## config.mk

```make
export PLATFORM = sky130hd
export DESIGN_NAME = cmpd_control_mode_pin_decoder
export DESIGN_NICKNAME = d
export VERILOG_FILES = /design/src/cmpd_pkg.sv /design/src/cmpd_control_mode_pin_decoder.sv /design/src/cmpd_pin_filter.sv
export SDC_FILE = /design/constraint.sdc
export NUM_CORES = 1
export LEC_CHECK = 0
export BUFFER_PORTS_ARGS = -buffer_cell sky130_fd_sc_hd__buf_2
export CAP_MARGIN = 30
export CORE_MARGIN = 4
export CORE_UTILIZATION = 58
export CTS_CLUSTER_DIAMETER = 30
export CTS_CLUSTER_SIZE = 14
export DETAILED_ROUTE_END_ITERATION = 12
export GPL_TIMING_DRIVEN = 0
export PLACE_DENSITY = 0.79
export RECOVER_POWER = 100
export SYNTH_ARGS = -nofsm -noshare
export SYNTH_HDL_FRONTEND = slang
export SYNTH_HIERARCHICAL = 1
export SYNTH_SLANG_ARGS = --single-unit
```

## constraint.sdc

```tcl
create_clock -name clk -period 1.67 [get_ports clk]
set_input_delay 0.334 -clock clk [delete_from_list [all_inputs] [get_ports clk]]
set_output_delay 0.334 -clock clk [all_outputs]
set_load 0.01 [all_outputs]
```

## src/cmpd_pkg.sv

```systemverilog
/*
 package for the control mode pin decoder: tri-level pin states, decoded
 settings struct, filter length and output clock divider constants.
 assumes nothing of its surroundings.
*/
package cmpd_pkg;

    // resolved level of a tri-level strap pin
    typedef enum logic [1:0] {
        LVL_LOW   = 2'b00,
        LVL_HIGH  = 2'b01,
        LVL_FLOAT = 2'b10
    } cmpd_level_t;

    // raw pin sense: drive level plus a separate "pin is driven" detect
    typedef struct packed {
        logic level;
        logic driven;
    } cmpd_pin_t;

    typedef struct packed {
        cmpd_pin_t primaryEnable;
        cmpd_pin_t secondarySelect;
        cmpd_pin_t rangePin;
        cmpd_pin_t levelPin;
        cmpd_pin_t edgePin;
        cmpd_pin_t delayPin;
    } cmpd_straps_t;

    // decoded settings
    typedef struct packed {
        logic extendedMode;
        logic reducedRange;
        logic reducedSwing;
        logic outputEdgeSelect;
        logic doubleDataRate;
        logic calibrationDelayLong;
    } cmpd_settings_t;

    // serial port routing in extended mode
    typedef struct packed {
        logic serialClock;
        logic serialDataPin;
        logic serialChipSelectPin;
    } cmpd_serial_t;

    localparam int unsigned STABLE_CYCLES = 4;
    localparam logic [2:0]  STABLE_LAST   = 3'h3;
    localparam logic [2:0]  STABLE_RESET  = 3'h0;
    // output clock toggles every second sample: period is four samples
    localparam logic        DDR_DIV_LAST  = 1'h1;

    localparam cmpd_settings_t SETTINGS_RESET = '{
        extendedMode:         1'b0,
        reducedRange:         1'b0,
        reducedSwing:         1'b0,
        outputEdgeSelect:     1'b1,
        doubleDataRate:       1'b0,
        calibrationDelayLong: 1'b0
    };

    function automatic cmpd_level_t cmpd_resolve(input cmpd_pin_t p);
        cmpd_level_t r;
        r = LVL_FLOAT;
        if (p.driven) begin
            r = p.level ? LVL_HIGH : LVL_LOW;
        end
        return r;
    endfunction

endpackage

```

## src/cmpd_control_mode_pin_decoder.sv

```systemverilog
/*
 control mode pin decoder: filters the tri-level strap pins, chooses
 pin-programmed or extended (serial) control, decodes the settings and
 routes the three shared pins to the serial port; also makes the output
 data clock and its data-change strobe from the sample clock.
 assumes straps synchronous to clk and clk equal to the sample clock.
*/
// Operation
// primary enable high forces pin-programmed mode, serial port inactive.
// primary floating, secondary floating/high: range pin floating picks extended.
// extended when primary low, or range pin floating, secondary not low.
// pin mode: range pin low reduced range, high normal range.
// host drives level pin firmly; low reduced swing, high normal.
// pin mode: edge pin high positive edge, low negative edge.
// edge pin floating selects double data rate, edge ignored.
// pin mode: delay pin low short, high long calibration delay.
// extended: level pin clock, edge pin data, delay pin chip select.
// host writes all nine registers before calibration or use.
// single rate: data changes on rising edge if select high, else falling.
// double rate: output clock is one quarter of sample clock.
// each strap resolves low, high or floating; settings track changes.
// strap accepted only after holding stable several cycles.
`timescale 1ns/1ns
module cmpd_control_mode_pin_decoder
    import cmpd_pkg::*;
(
    input  wire logic               clk,
    input  wire logic               rst,
    input  cmpd_pkg::cmpd_straps_t  straps,
    output cmpd_pkg::cmpd_settings_t settings,
    output logic                    serialActive,
    output cmpd_pkg::cmpd_serial_t  serialPort,
    output logic                    outputDataClock,
    output logic                    dataChange
);
    typedef struct packed {
        cmpd_settings_t settings;
        cmpd_serial_t   serial;
        logic           divCount;
        logic           outClock;
    } cmpd_top_state_t;

    cmpd_level_t     primaryLvl;
    cmpd_level_t     secondaryLvl;
    cmpd_level_t     rangeLvl;
    cmpd_level_t     levelLvl;
    cmpd_level_t     edgeLvl;
    cmpd_level_t     delayLvl;
    cmpd_top_state_t state_q;
    cmpd_top_state_t state_d;
    logic            secondaryOk;
    logic            extended;
    logic            clockEdge;

    // ========================================
    // strap filters
    cmpd_pin_filter uPrimary (.clk(clk), .rst(rst),
        .pinRaw(straps.primaryEnable), .pinStable(primaryLvl));
    cmpd_pin_filter uSecondary (.clk(clk), .rst(rst),
        .pinRaw(straps.secondarySelect), .pinStable(secondaryLvl));
    cmpd_pin_filter uRange (.clk(clk), .rst(rst),
        .pinRaw(straps.rangePin), .pinStable(rangeLvl));
    cmpd_pin_filter uLevel (.clk(clk), .rst(rst),
        .pinRaw(straps.levelPin), .pinStable(levelLvl));
    cmpd_pin_filter uEdge (.clk(clk), .rst(rst),
        .pinRaw(straps.edgePin), .pinStable(edgeLvl));
    cmpd_pin_filter uDelay (.clk(clk), .rst(rst),
        .pinRaw(straps.delayPin), .pinStable(delayLvl));

    // ========================================
    // mode decode
    always_comb begin
        secondaryOk = (secondaryLvl != LVL_LOW);
        extended    = 1'b0;
        if (primaryLvl == LVL_HIGH) begin
            extended = 1'b0;
        end else if (primaryLvl == LVL_LOW) begin
            extended = secondaryOk;
        end else begin
            extended = secondaryOk && (rangeLvl == LVL_FLOAT);
        end
    end

    // ========================================
    // settings and output clock
    always_comb begin
        state_d = state_q;
        state_d.settings.extendedMode = extended;
        if (extended) begin
            // shared pins belong to the serial port
            state_d.serial.serialClock         = straps.levelPin.level;
            state_d.serial.serialDataPin       = straps.edgePin.level;
            state_d.serial.serialChipSelectPin = straps.delayPin.level;
        end else begin
            state_d.serial = '0;
            state_d.settings.reducedRange = (rangeLvl == LVL_LOW);
            // floating level pin is undefined: keep the last setting
            if (levelLvl != LVL_FLOAT) begin
                state_d.settings.reducedSwing = (levelLvl == LVL_LOW);
            end
            state_d.settings.doubleDataRate = (edgeLvl == LVL_FLOAT);
            if (edgeLvl != LVL_FLOAT) begin
                state_d.settings.outputEdgeSelect = (edgeLvl == LVL_HIGH);
            end
            if (delayLvl != LVL_FLOAT) begin
                state_d.settings.calibrationDelayLong =
                    (delayLvl == LVL_HIGH);
            end
        end
        if (state_q.settings.doubleDataRate) begin
            // toggle every two samples: quarter of the sample rate
            state_d.divCount = ~state_q.divCount;
            if (state_q.divCount == DDR_DIV_LAST) begin
                state_d.outClock = ~state_q.outClock;
            end
        end else begin
            state_d.divCount = 1'b0;
            state_d.outClock = ~state_q.outClock;
        end
    end

    always_ff @(posedge clk) begin
        if (rst) begin
            state_q <= '{settings: SETTINGS_RESET, serial: '0,
                         divCount: 1'b0, outClock: 1'b0};
        end else begin
            state_q <= state_d;
        end
    end

    // ========================================
    // outputs
    always_comb begin
        clockEdge = 1'b0;
        if (state_q.settings.doubleDataRate) begin
            clockEdge = (state_q.divCount == DDR_DIV_LAST);
        end else if (state_q.settings.outputEdgeSelect) begin
            clockEdge = ~state_q.outClock;
        end else begin
            clockEdge = state_q.outClock;
        end
    end

    assign settings        = state_q.settings;
    assign serialActive    = state_q.settings.extendedMode;
    assign serialPort      = state_q.serial;
    assign outputDataClock = state_q.outClock;
    assign dataChange      = clockEdge;

    // ========================================
    // checks
    AST_PRIMARY_HIGH: assert property (
        @(posedge clk) disable iff (rst)
        primaryLvl == LVL_HIGH |=> !serialActive)
        else $error("extended mode with primary enable high");
    AST_SERIAL_IDLE: assert property (
        @(posedge clk) disable iff (rst)
        !extended |=> serialPort == '0)
        else $error("serial port active in pin mode");
    AST_RANGE_FLOAT: assert property (
        @(posedge clk) disable iff (rst)
        primaryLvl == LVL_FLOAT && secondaryLvl != LVL_LOW
        && rangeLvl == LVL_FLOAT |=> serialActive)
        else $error("floating range pin did not select extended mode");
    AST_PRIMARY_LOW: assert property (
        @(posedge clk) disable iff (rst)
        primaryLvl == LVL_LOW && secondaryLvl != LVL_LOW
        |=> serialActive)
        else $error("primary low did not select extended mode");
    AST_RANGE: assert property (
        @(posedge clk) disable iff (rst)
        !extended && rangeLvl != LVL_FLOAT |=>
            settings.reducedRange == $past(rangeLvl == LVL_LOW))
        else $error("full scale range wrong");
    AST_SWING: assert property (
        @(posedge clk) disable iff (rst)
        !extended && levelLvl != LVL_FLOAT |=>
            settings.reducedSwing == $past(levelLvl == LVL_LOW))
        else $error("output swing wrong");
    AST_EDGE: assert property (
        @(posedge clk) disable iff (rst)
        !extended && edgeLvl == LVL_HIGH |=>
            settings.outputEdgeSelect && !settings.doubleDataRate)
        else $error("edge select wrong");
    AST_EDGE_NEG: assert property (
        @(posedge clk) disable iff (rst)
        !extended && edgeLvl == LVL_LOW |=>
            !settings.outputEdgeSelect && !settings.doubleDataRate)
        else $error("negative edge not selected");
    AST_DDR: assert property (
        @(posedge clk) disable iff (rst)
        !extended && edgeLvl == LVL_FLOAT |=> settings.doubleDataRate)
        else $error("floating edge pin did not select double rate");
    AST_DDR_STROBE: assert property (
        @(posedge clk) disable iff (rst)
        settings.doubleDataRate && dataChange |=>
            $changed(outputDataClock))
        else $error("double rate data change without clock edge");
    AST_DELAY: assert property (
        @(posedge clk) disable iff (rst)
        !extended && delayLvl == LVL_LOW |=>
            !settings.calibrationDelayLong)
        else $error("calibration delay wrong");
    AST_DELAY_LONG: assert property (
        @(posedge clk) disable iff (rst)
        !extended && delayLvl == LVL_HIGH |=>
            settings.calibrationDelayLong)
        else $error("long calibration delay not selected");
    AST_SERIAL: assert property (
        @(posedge clk) disable iff (rst)
        extended |=> serialPort == $past({straps.levelPin.level,
            straps.edgePin.level, straps.delayPin.level}))
        else $error("serial pins not routed");
    AST_SDR_EDGE: assert property (
        @(posedge clk) disable iff (rst)
        !settings.doubleDataRate && dataChange |->
            outputDataClock != settings.outputEdgeSelect)
        else $error("data change on wrong clock edge");
    // a mode change inside the window ends the quarter rate legally
    AST_QUARTER: assert property (
        @(posedge clk) disable iff (rst)
        settings.doubleDataRate && $past(settings.doubleDataRate, 4)
        && $rose(outputDataClock) |->
            ##2 ($fell(outputDataClock) || !settings.doubleDataRate)
            ##2 ($rose(outputDataClock) || !settings.doubleDataRate))
        else $error("double rate clock not a quarter rate");
    AST_TRACK: assert property (
        @(posedge clk) disable iff (rst)
        $changed(primaryLvl) ##1 $stable(primaryLvl)
        |-> serialActive == $past(extended))
        else $error("mode did not follow strap");

    COV_EXT: cover property (@(posedge clk) $rose(serialActive));
    COV_DDR: cover property (@(posedge clk) $rose(settings.doubleDataRate));
    COV_BACK: cover property (@(posedge clk) $fell(serialActive));
    COV_SDR_NEG: cover property (@(posedge clk)
        !settings.doubleDataRate && !settings.outputEdgeSelect && dataChange);
    COV_BURST: cover property (@(posedge clk)
        serialActive && $fell(serialPort.serialChipSelectPin));

endmodule // cmpd_control_mode_pin_decoder

```

## src/cmpd_pin_filter.sv

```systemverilog
/*
 one tri-level strap filter: a resolved level is accepted only after
 it has held unchanged for the filter length.
 assumes straps synchronous to clk.
*/
`timescale 1ns/1ns
module cmpd_pin_filter
    import cmpd_pkg::*;
(
    input  wire logic        clk,
    input  wire logic        rst,
    input  cmpd_pkg::cmpd_pin_t pinRaw,
    output cmpd_pkg::cmpd_level_t pinStable
);
    typedef struct packed {
        cmpd_level_t candidate;
        cmpd_level_t accepted;
        logic [2:0]  count;
    } cmpd_filt_state_t;

    cmpd_filt_state_t state_q;
    cmpd_filt_state_t state_d;
    cmpd_level_t      sampled;

    // ========================================
    // filter
    always_comb begin
        sampled = cmpd_resolve(pinRaw);
        state_d = state_q;
        if (sampled != state_q.candidate) begin
            state_d.candidate = sampled;
            state_d.count     = STABLE_RESET;
        end else if (state_q.count != STABLE_LAST) begin
            state_d.count = state_q.count + 3'h1;
        end else begin
            state_d.accepted = state_q.candidate;
        end
    end

    always_ff @(posedge clk) begin
        if (rst) begin
            state_q <= '{candidate: LVL_FLOAT, accepted: LVL_FLOAT,
                         count: STABLE_RESET};
        end else begin
            state_q <= state_d;
        end
    end

    assign pinStable = state_q.accepted;

    // ========================================
    // checks
    AST_FILTER_HOLDS: assert property (
        @(posedge clk) disable iff (rst)
        $changed(state_q.accepted) |->
            $past(sampled, 1) == state_q.accepted
            && $past(sampled, 4) == state_q.accepted
            && $past(sampled, 5) == state_q.accepted)
        else $error("strap accepted before it was stable");

endmodule // cmpd_pin_filter

```

=== Word level (Yosys, flattened, before mapping) ===
Index checks and enable logic that the tools add are counted.

* Eq/ne operators: 21
* Reduce and logical (&&, ||, !) cells: 22
* Add/subtract/negate cells: 6
* Bitwise logic cells: 16
* Muxes and demuxes: 18

{| class="wikitable"
|+ Operator list
! kind !! count
|-
| adder 3 x 1 -> 3 bit (second input constant) || 6
|-
| != test 3 x 2 -> 1 bit (second input constant) || 6
|-
| AND reduction 2 bit || 9
|-
| inverter 1 bit || 16
|-
| OR reduction 2 bit || 8
|-
| 2-to-1 mux 1 bit || 12
|-
| 2-to-1 mux 2 bit || 6
|-
| != test 2 bit || 6
|-
| != test 2 bit (second input constant) || 4
|-
| equality test 2 x 1 -> 1 bit (second input constant) || 3
|-
| zero test 2 bit || 3
|-
| equality test 2 bit (second input constant) || 2
|-
| nonzero test 2 bit || 1
|-
| logical AND 1 bit || 1
|}

* Flip-flop bits (word level): 53
* Logic and storage cells: 112
* Bits of input ports: 14

=== Logic depth before layout (Yosys ltp) ===
* Depth after elaboration: 6
* Gate-level depth with buffers: 6
* Gate-level depth less buffers: 5

=== Cells and area by module ===
The synthesis kept the hierarchy.

{| class="wikitable"
|+ Modules (own cells, without submodules)
! module !! area each (um^2) !! cells an instance !! instances
|-
| cmpd_pin_filter || 329.1 || 36 || 6
|-
| cmpd_control_mode_pin_decoder || 498.0 || 53 || 1
|}

=== Worst setup path before layout ===
No wires, ideal clock.

* Path kind: register to register
* Start point: reg uDelay/state_q[0] (netlist bit)
* End point: reg uDelay.state_q (netlist bit uDelay/pinStable[0])
* Stages on the path, launching flop included: 7
* Data arrival time: 1155 ps
* Path slack: 390 ps
* Library setup time: 126 ps
* Clock period less this slack: 1280 ps
* Cells stage by stage: dfxtp_1 > ha_1 > ha_1 > buf_2 > and4b_1 > o21ai_0 > a21boi_0

* Cells in the longest elaborated chain, start to end: 3

{| class="wikitable"
|+ Ends and longest elaborated chain
! element !! RTL line !! RTL
|-
| from (decl) || cmpd_pin_filter.sv:21 || <nowiki>cmpd_filt_state_t state_q;</nowiki>
|-
| from (signal assigned) || cmpd_pin_filter.sv:42 || <nowiki>state_q <= '{candidate: LVL_FLOAT, accepted: LVL_FLOAT,</nowiki>
|-
| from (signal assigned) || cmpd_pin_filter.sv:45 || <nowiki>state_q <= state_d;</nowiki>
|-
| != test 3 x 2 -> 1 bit || cmpd_pin_filter.sv:33 || <nowiki>end else if (state_q.count != STABLE_LAST) begin</nowiki>
|-
| inverter 1 bit (no source line) || -- ||
|-
| AND reduction 2 bit (no source line) || -- ||
|}

No other way between the ends.
A chain may end at the register's enable or synchronous reset.

=== Worst setup path after layout ===
* Start point: reg state_q (netlist bit outputDataClock)
* End point: out dataChange

* Cells in the longest elaborated chain, start to end: 3

{| class="wikitable"
|+ Ends and longest elaborated chain
! element !! RTL line !! RTL
|-
| from (decl) || cmpd_control_mode_pin_decoder.sv:49 || <nowiki>cmpd_top_state_t state_q;</nowiki>
|-
| from (signal assigned) || cmpd_control_mode_pin_decoder.sv:124 || <nowiki>state_q <= '{settings: SETTINGS_RESET, serial: '0,</nowiki>
|-
| from (signal assigned) || cmpd_control_mode_pin_decoder.sv:127 || <nowiki>state_q <= state_d;</nowiki>
|-
| inverter 1 bit || cmpd_control_mode_pin_decoder.sv:138 || <nowiki>clockEdge = ~state_q.outClock;</nowiki>
|-
| 2-to-1 mux 1 bit (*) || cmpd_control_mode_pin_decoder.sv:137 || <nowiki>end else if (state_q.settings.outputEdgeSelect) begin</nowiki>
|-
| 2-to-1 mux 1 bit (*) || cmpd_control_mode_pin_decoder.sv:135 || <nowiki>if (state_q.settings.doubleDataRate) begin</nowiki>
|-
| to (decl) || cmpd_control_mode_pin_decoder.sv:34 || <nowiki>output logic dataChange</nowiki>
|}

Mark *: on every way between the ends. The rest lies on a longest branch, timed or not.

==> flow_metrics.tcl <==
set metrics [dict create \
    period_share_pct 87.7 \
    cts.sinks 53 \
    ys_seq_elements 53 \
    fill_cells 338 \
    p_per_area_mw_per_mm2 805 \
    cts_hold_buf 0 \
    final_common_cell "dfxtp_1" \
    synth_seq_area_share_pct 42.9 \
    cpMostUsedCell "nor2_1" \
    multiInputGateArea_mm2 0.00117 \
    ys_async_sr_fraction_pct 0 \
    outcome "completed" \
    grtUsageTotal_pct 16.0 \
    dpl.hpwl_um 2850 \
    seqPwrFrac_pct 60.3 \
    synthesis.area_mm2 0.00247 \
    rrSetupSlack_ns 0.21 \
    worst_slew_pin_slew_ns 0.409 \
    intPower_w 0.00172 \
    cts_tree "yes" \
    maxCapViolations 0 \
    p_sw_share_pct 21.9 \
    rows 23 \
    cts_buffer_depth 2 \
    drt-wirelength-per-cell_um 11.0 \
    drt_iter0_drc 98 \
    route.detailed.drc 0 \
    path_delay_family "flip-flops" \
    rsz0062_at_grt "no" \
    finalWirelength_um 3860 \
    ant_nets 0 \
    grt_overflow_total 0 \
    cts_resized 0 \
    numCtsBuffers 5 \
    ys_warn_count 6 \
    ys_types 25 \
    drive_above_1_share_pct 16.9 \
    startpoint_type "flop" \
    grt_pass1_wl_um 6890 \
    p_clk_share_pct 31.5 \
    whs_endpoint "uPrimary/state_q[5]" \
    p_total_w 0.00220 \
    cp_cell_sequence "xor2_1, nor2_1, nor2_1, clkbuf_1" \
    maxSlewHeadroom_pct 72.7 \
    die_x_um 73.3 \
    arrival_ns 1.13 \
    start_util_pct 60.9 \
    grt_max_degree 26 \
    hold_depth 3 \
    dieArea_mm2 0.00537 \
    ir_drop_mv 0.619 \
    period_minus_slack_ns 1.46 \
    final_cell_mix "53 x dfxtp_1, 46 x nor2_1, 20 x o21ai_0, 18 x buf_4, 18 x buf_2" \
    vias 1781 \
    finalSetupViolations 0 \
    slowest_stage "dfxtp_1" \
    ys.flop_type "dfxtp_1" \
    port_buffers 25 \
    clock_latency_ns 0.29 \
    via_per_inst 5.07 \
    final.setup.tns_ns 0 \
    p_sw_w 0.000482 \
    ios 26 \
    cpPeakStageDelay_ns 0.38 \
    hp-start "straps[11]" \
    h-tree-depth 2 \
    fmax_mhz 683 \
    reg2reg_to "uLevel/pinStable[0]" \
    drv_slew 0 \
    antenna_found_initial 0 \
    path_class "flop to primary output" \
    first_pass_iters 4 \
    p_comb_share_pct 8.2 \
    skew_ns 0.00494 \
    reg2reg_depth 6 \
    syn2layout_area_growth_pct 10.4 \
    hold_viol 0 \
    p_leak_nw 1.21 \
    synth_edf_count 0 \
    crit_path_end_kind "primary output" \
    worstPathRequired_ns 1.34 \
    syn-num-nets 295 \
    grt_pass1_vias 1653 \
    cts_root_buf "clkbuf_8" \
    synth_area_per_cell_um2 9.19 \
    die_h_um 73.3 \
    worstPathMaxFanout 3 \
    routabilityCongestion 0.809 \
    synthCells 269 \
    crit-reg2reg-launch "uLevel/state_q[0]" \
    cts_setup_buffers 0 \
    critPathBufInv 1 \
    antenna_cells 0 \
    seqCellArea_mm2 0.00106 \
    core_mm2 0.00406 \
    nNetsFinal 327 \
    hold_path.class "input port to flop" \
    clkTransAtPathRegs_ns 0.08 \
]
how the worst max path moves through the flow:
stage / start / end / slack, ns / cells after the start
after floorplan: uDelay/state_q[0] / uDelay/pinStable[0] / 0.39 / 6
after global placement: rst / serialPort[2] / 0.23 / 4
after detailed placement: rst / serialPort[2] / 0.23 / 4
after CTS: settings[1] / dataChange / 0.18 / 3
after global routing: uPrimary/state_q[0] / uPrimary/pinStable[0] / 0.05 / 6
final: outputDataClock / dataChange / 0.21 / 4
synthesized netlist by cell type, types with 3 or more instances:
cell        n  area share (%)
dfxtp_1    53              43
nor2_1     46             7.0
buf_4      21             6.4
o21ai_0    20             4.0
xor2_1     14             5.0
inv_1      13             2.0
ha_1       12             6.1
nor2b_1     9             2.3
a21oi_1     8             1.6
mux2i_1     8             3.2
a31oi_1     7             1.8
nand2_1     7             1.1
nand3b_1    7             2.1
a21boi_0    6             1.8
a2bb2oi_1   6             2.1
and4b_1     6             2.4
buf_2       6             1.2
or2b_1      6             1.8
or3b_1      6             2.1
and2_2      3            0.91
metrics by stage:
stage	area (um^2)	utilization [%]	hold slack (ns)	worst slack [ns]	instances
floorplan	2470	-	0.431	0.390	269
CTS	2750	67.7	0.268	0.180	351
finish	2730	67.3	0.288	0.206	351
detailed placement	2660	65.6	0.457	0.231	344
global route	2730	67.3	0.285	0.0483	351
global placement	2660	65.6	0.449	0.230	344
registers in the layout, summed over array words and instances, names as in the netlist, 3 cells and up:
signal / flops
uSecondary/state_q: 5
uRange/state_q: 5
uDelay/state_q: 5
uEdge/state_q: 5
serialPort: 3
uPrimary/state_q: 5
uLevel/state_q: 5
settings: 5
metal layers:
metal  wire, um  vias to the layer above  global-route usage, %
met5          0                        -                      0
met4         51                        0                   6.04
met3        144                        5                   3.28
met2       1850                       24                   26.6
met1       1820                      800                   20.3
li1           -                      952                      -
cell families after synthesis:
family | share of synthesized area (%)
and+or+nand+nor | 20.1
DFF | 42.9
AOI/OAI and AO/OA | 12.9
buffers and inverters | 9.77
xor gates and xnor gates | 4.96
adders and majority gates | 6.07
muxes | 3.24
worst reg2reg max path, stage by stage, from the launching register on:
cell      delay (ns)
dfxtp_1         0.33
ha_1            0.20
ha_1            0.17
buf_2           0.16
and4b_1         0.18
o21ai_0         0.18
a21boi_0        0.12
power groups by stage:
stage               clock network, W  registers [W]  logic [W]
global placement                   0        0.00135   0.000177
floorplan                          0        0.00135   0.000119
detailed placement                 0        0.00136   0.000183
CTS                         0.000739        0.00133   0.000184
global route                0.000775        0.00133   0.000204
finish                      0.000692        0.00133   0.000180
cell type report:
type,instances,share of cell area [%]
Tap cell,50,2.29
Buffer,28,6.97
Sequential cell,53,38.9
Inverter,13,1.79
Multi-Input combinational cell,175,42.8
Clock buffer,7,3.16
Timing Repair Buffer,25,4.08
(Power assumes the default switching activity.)
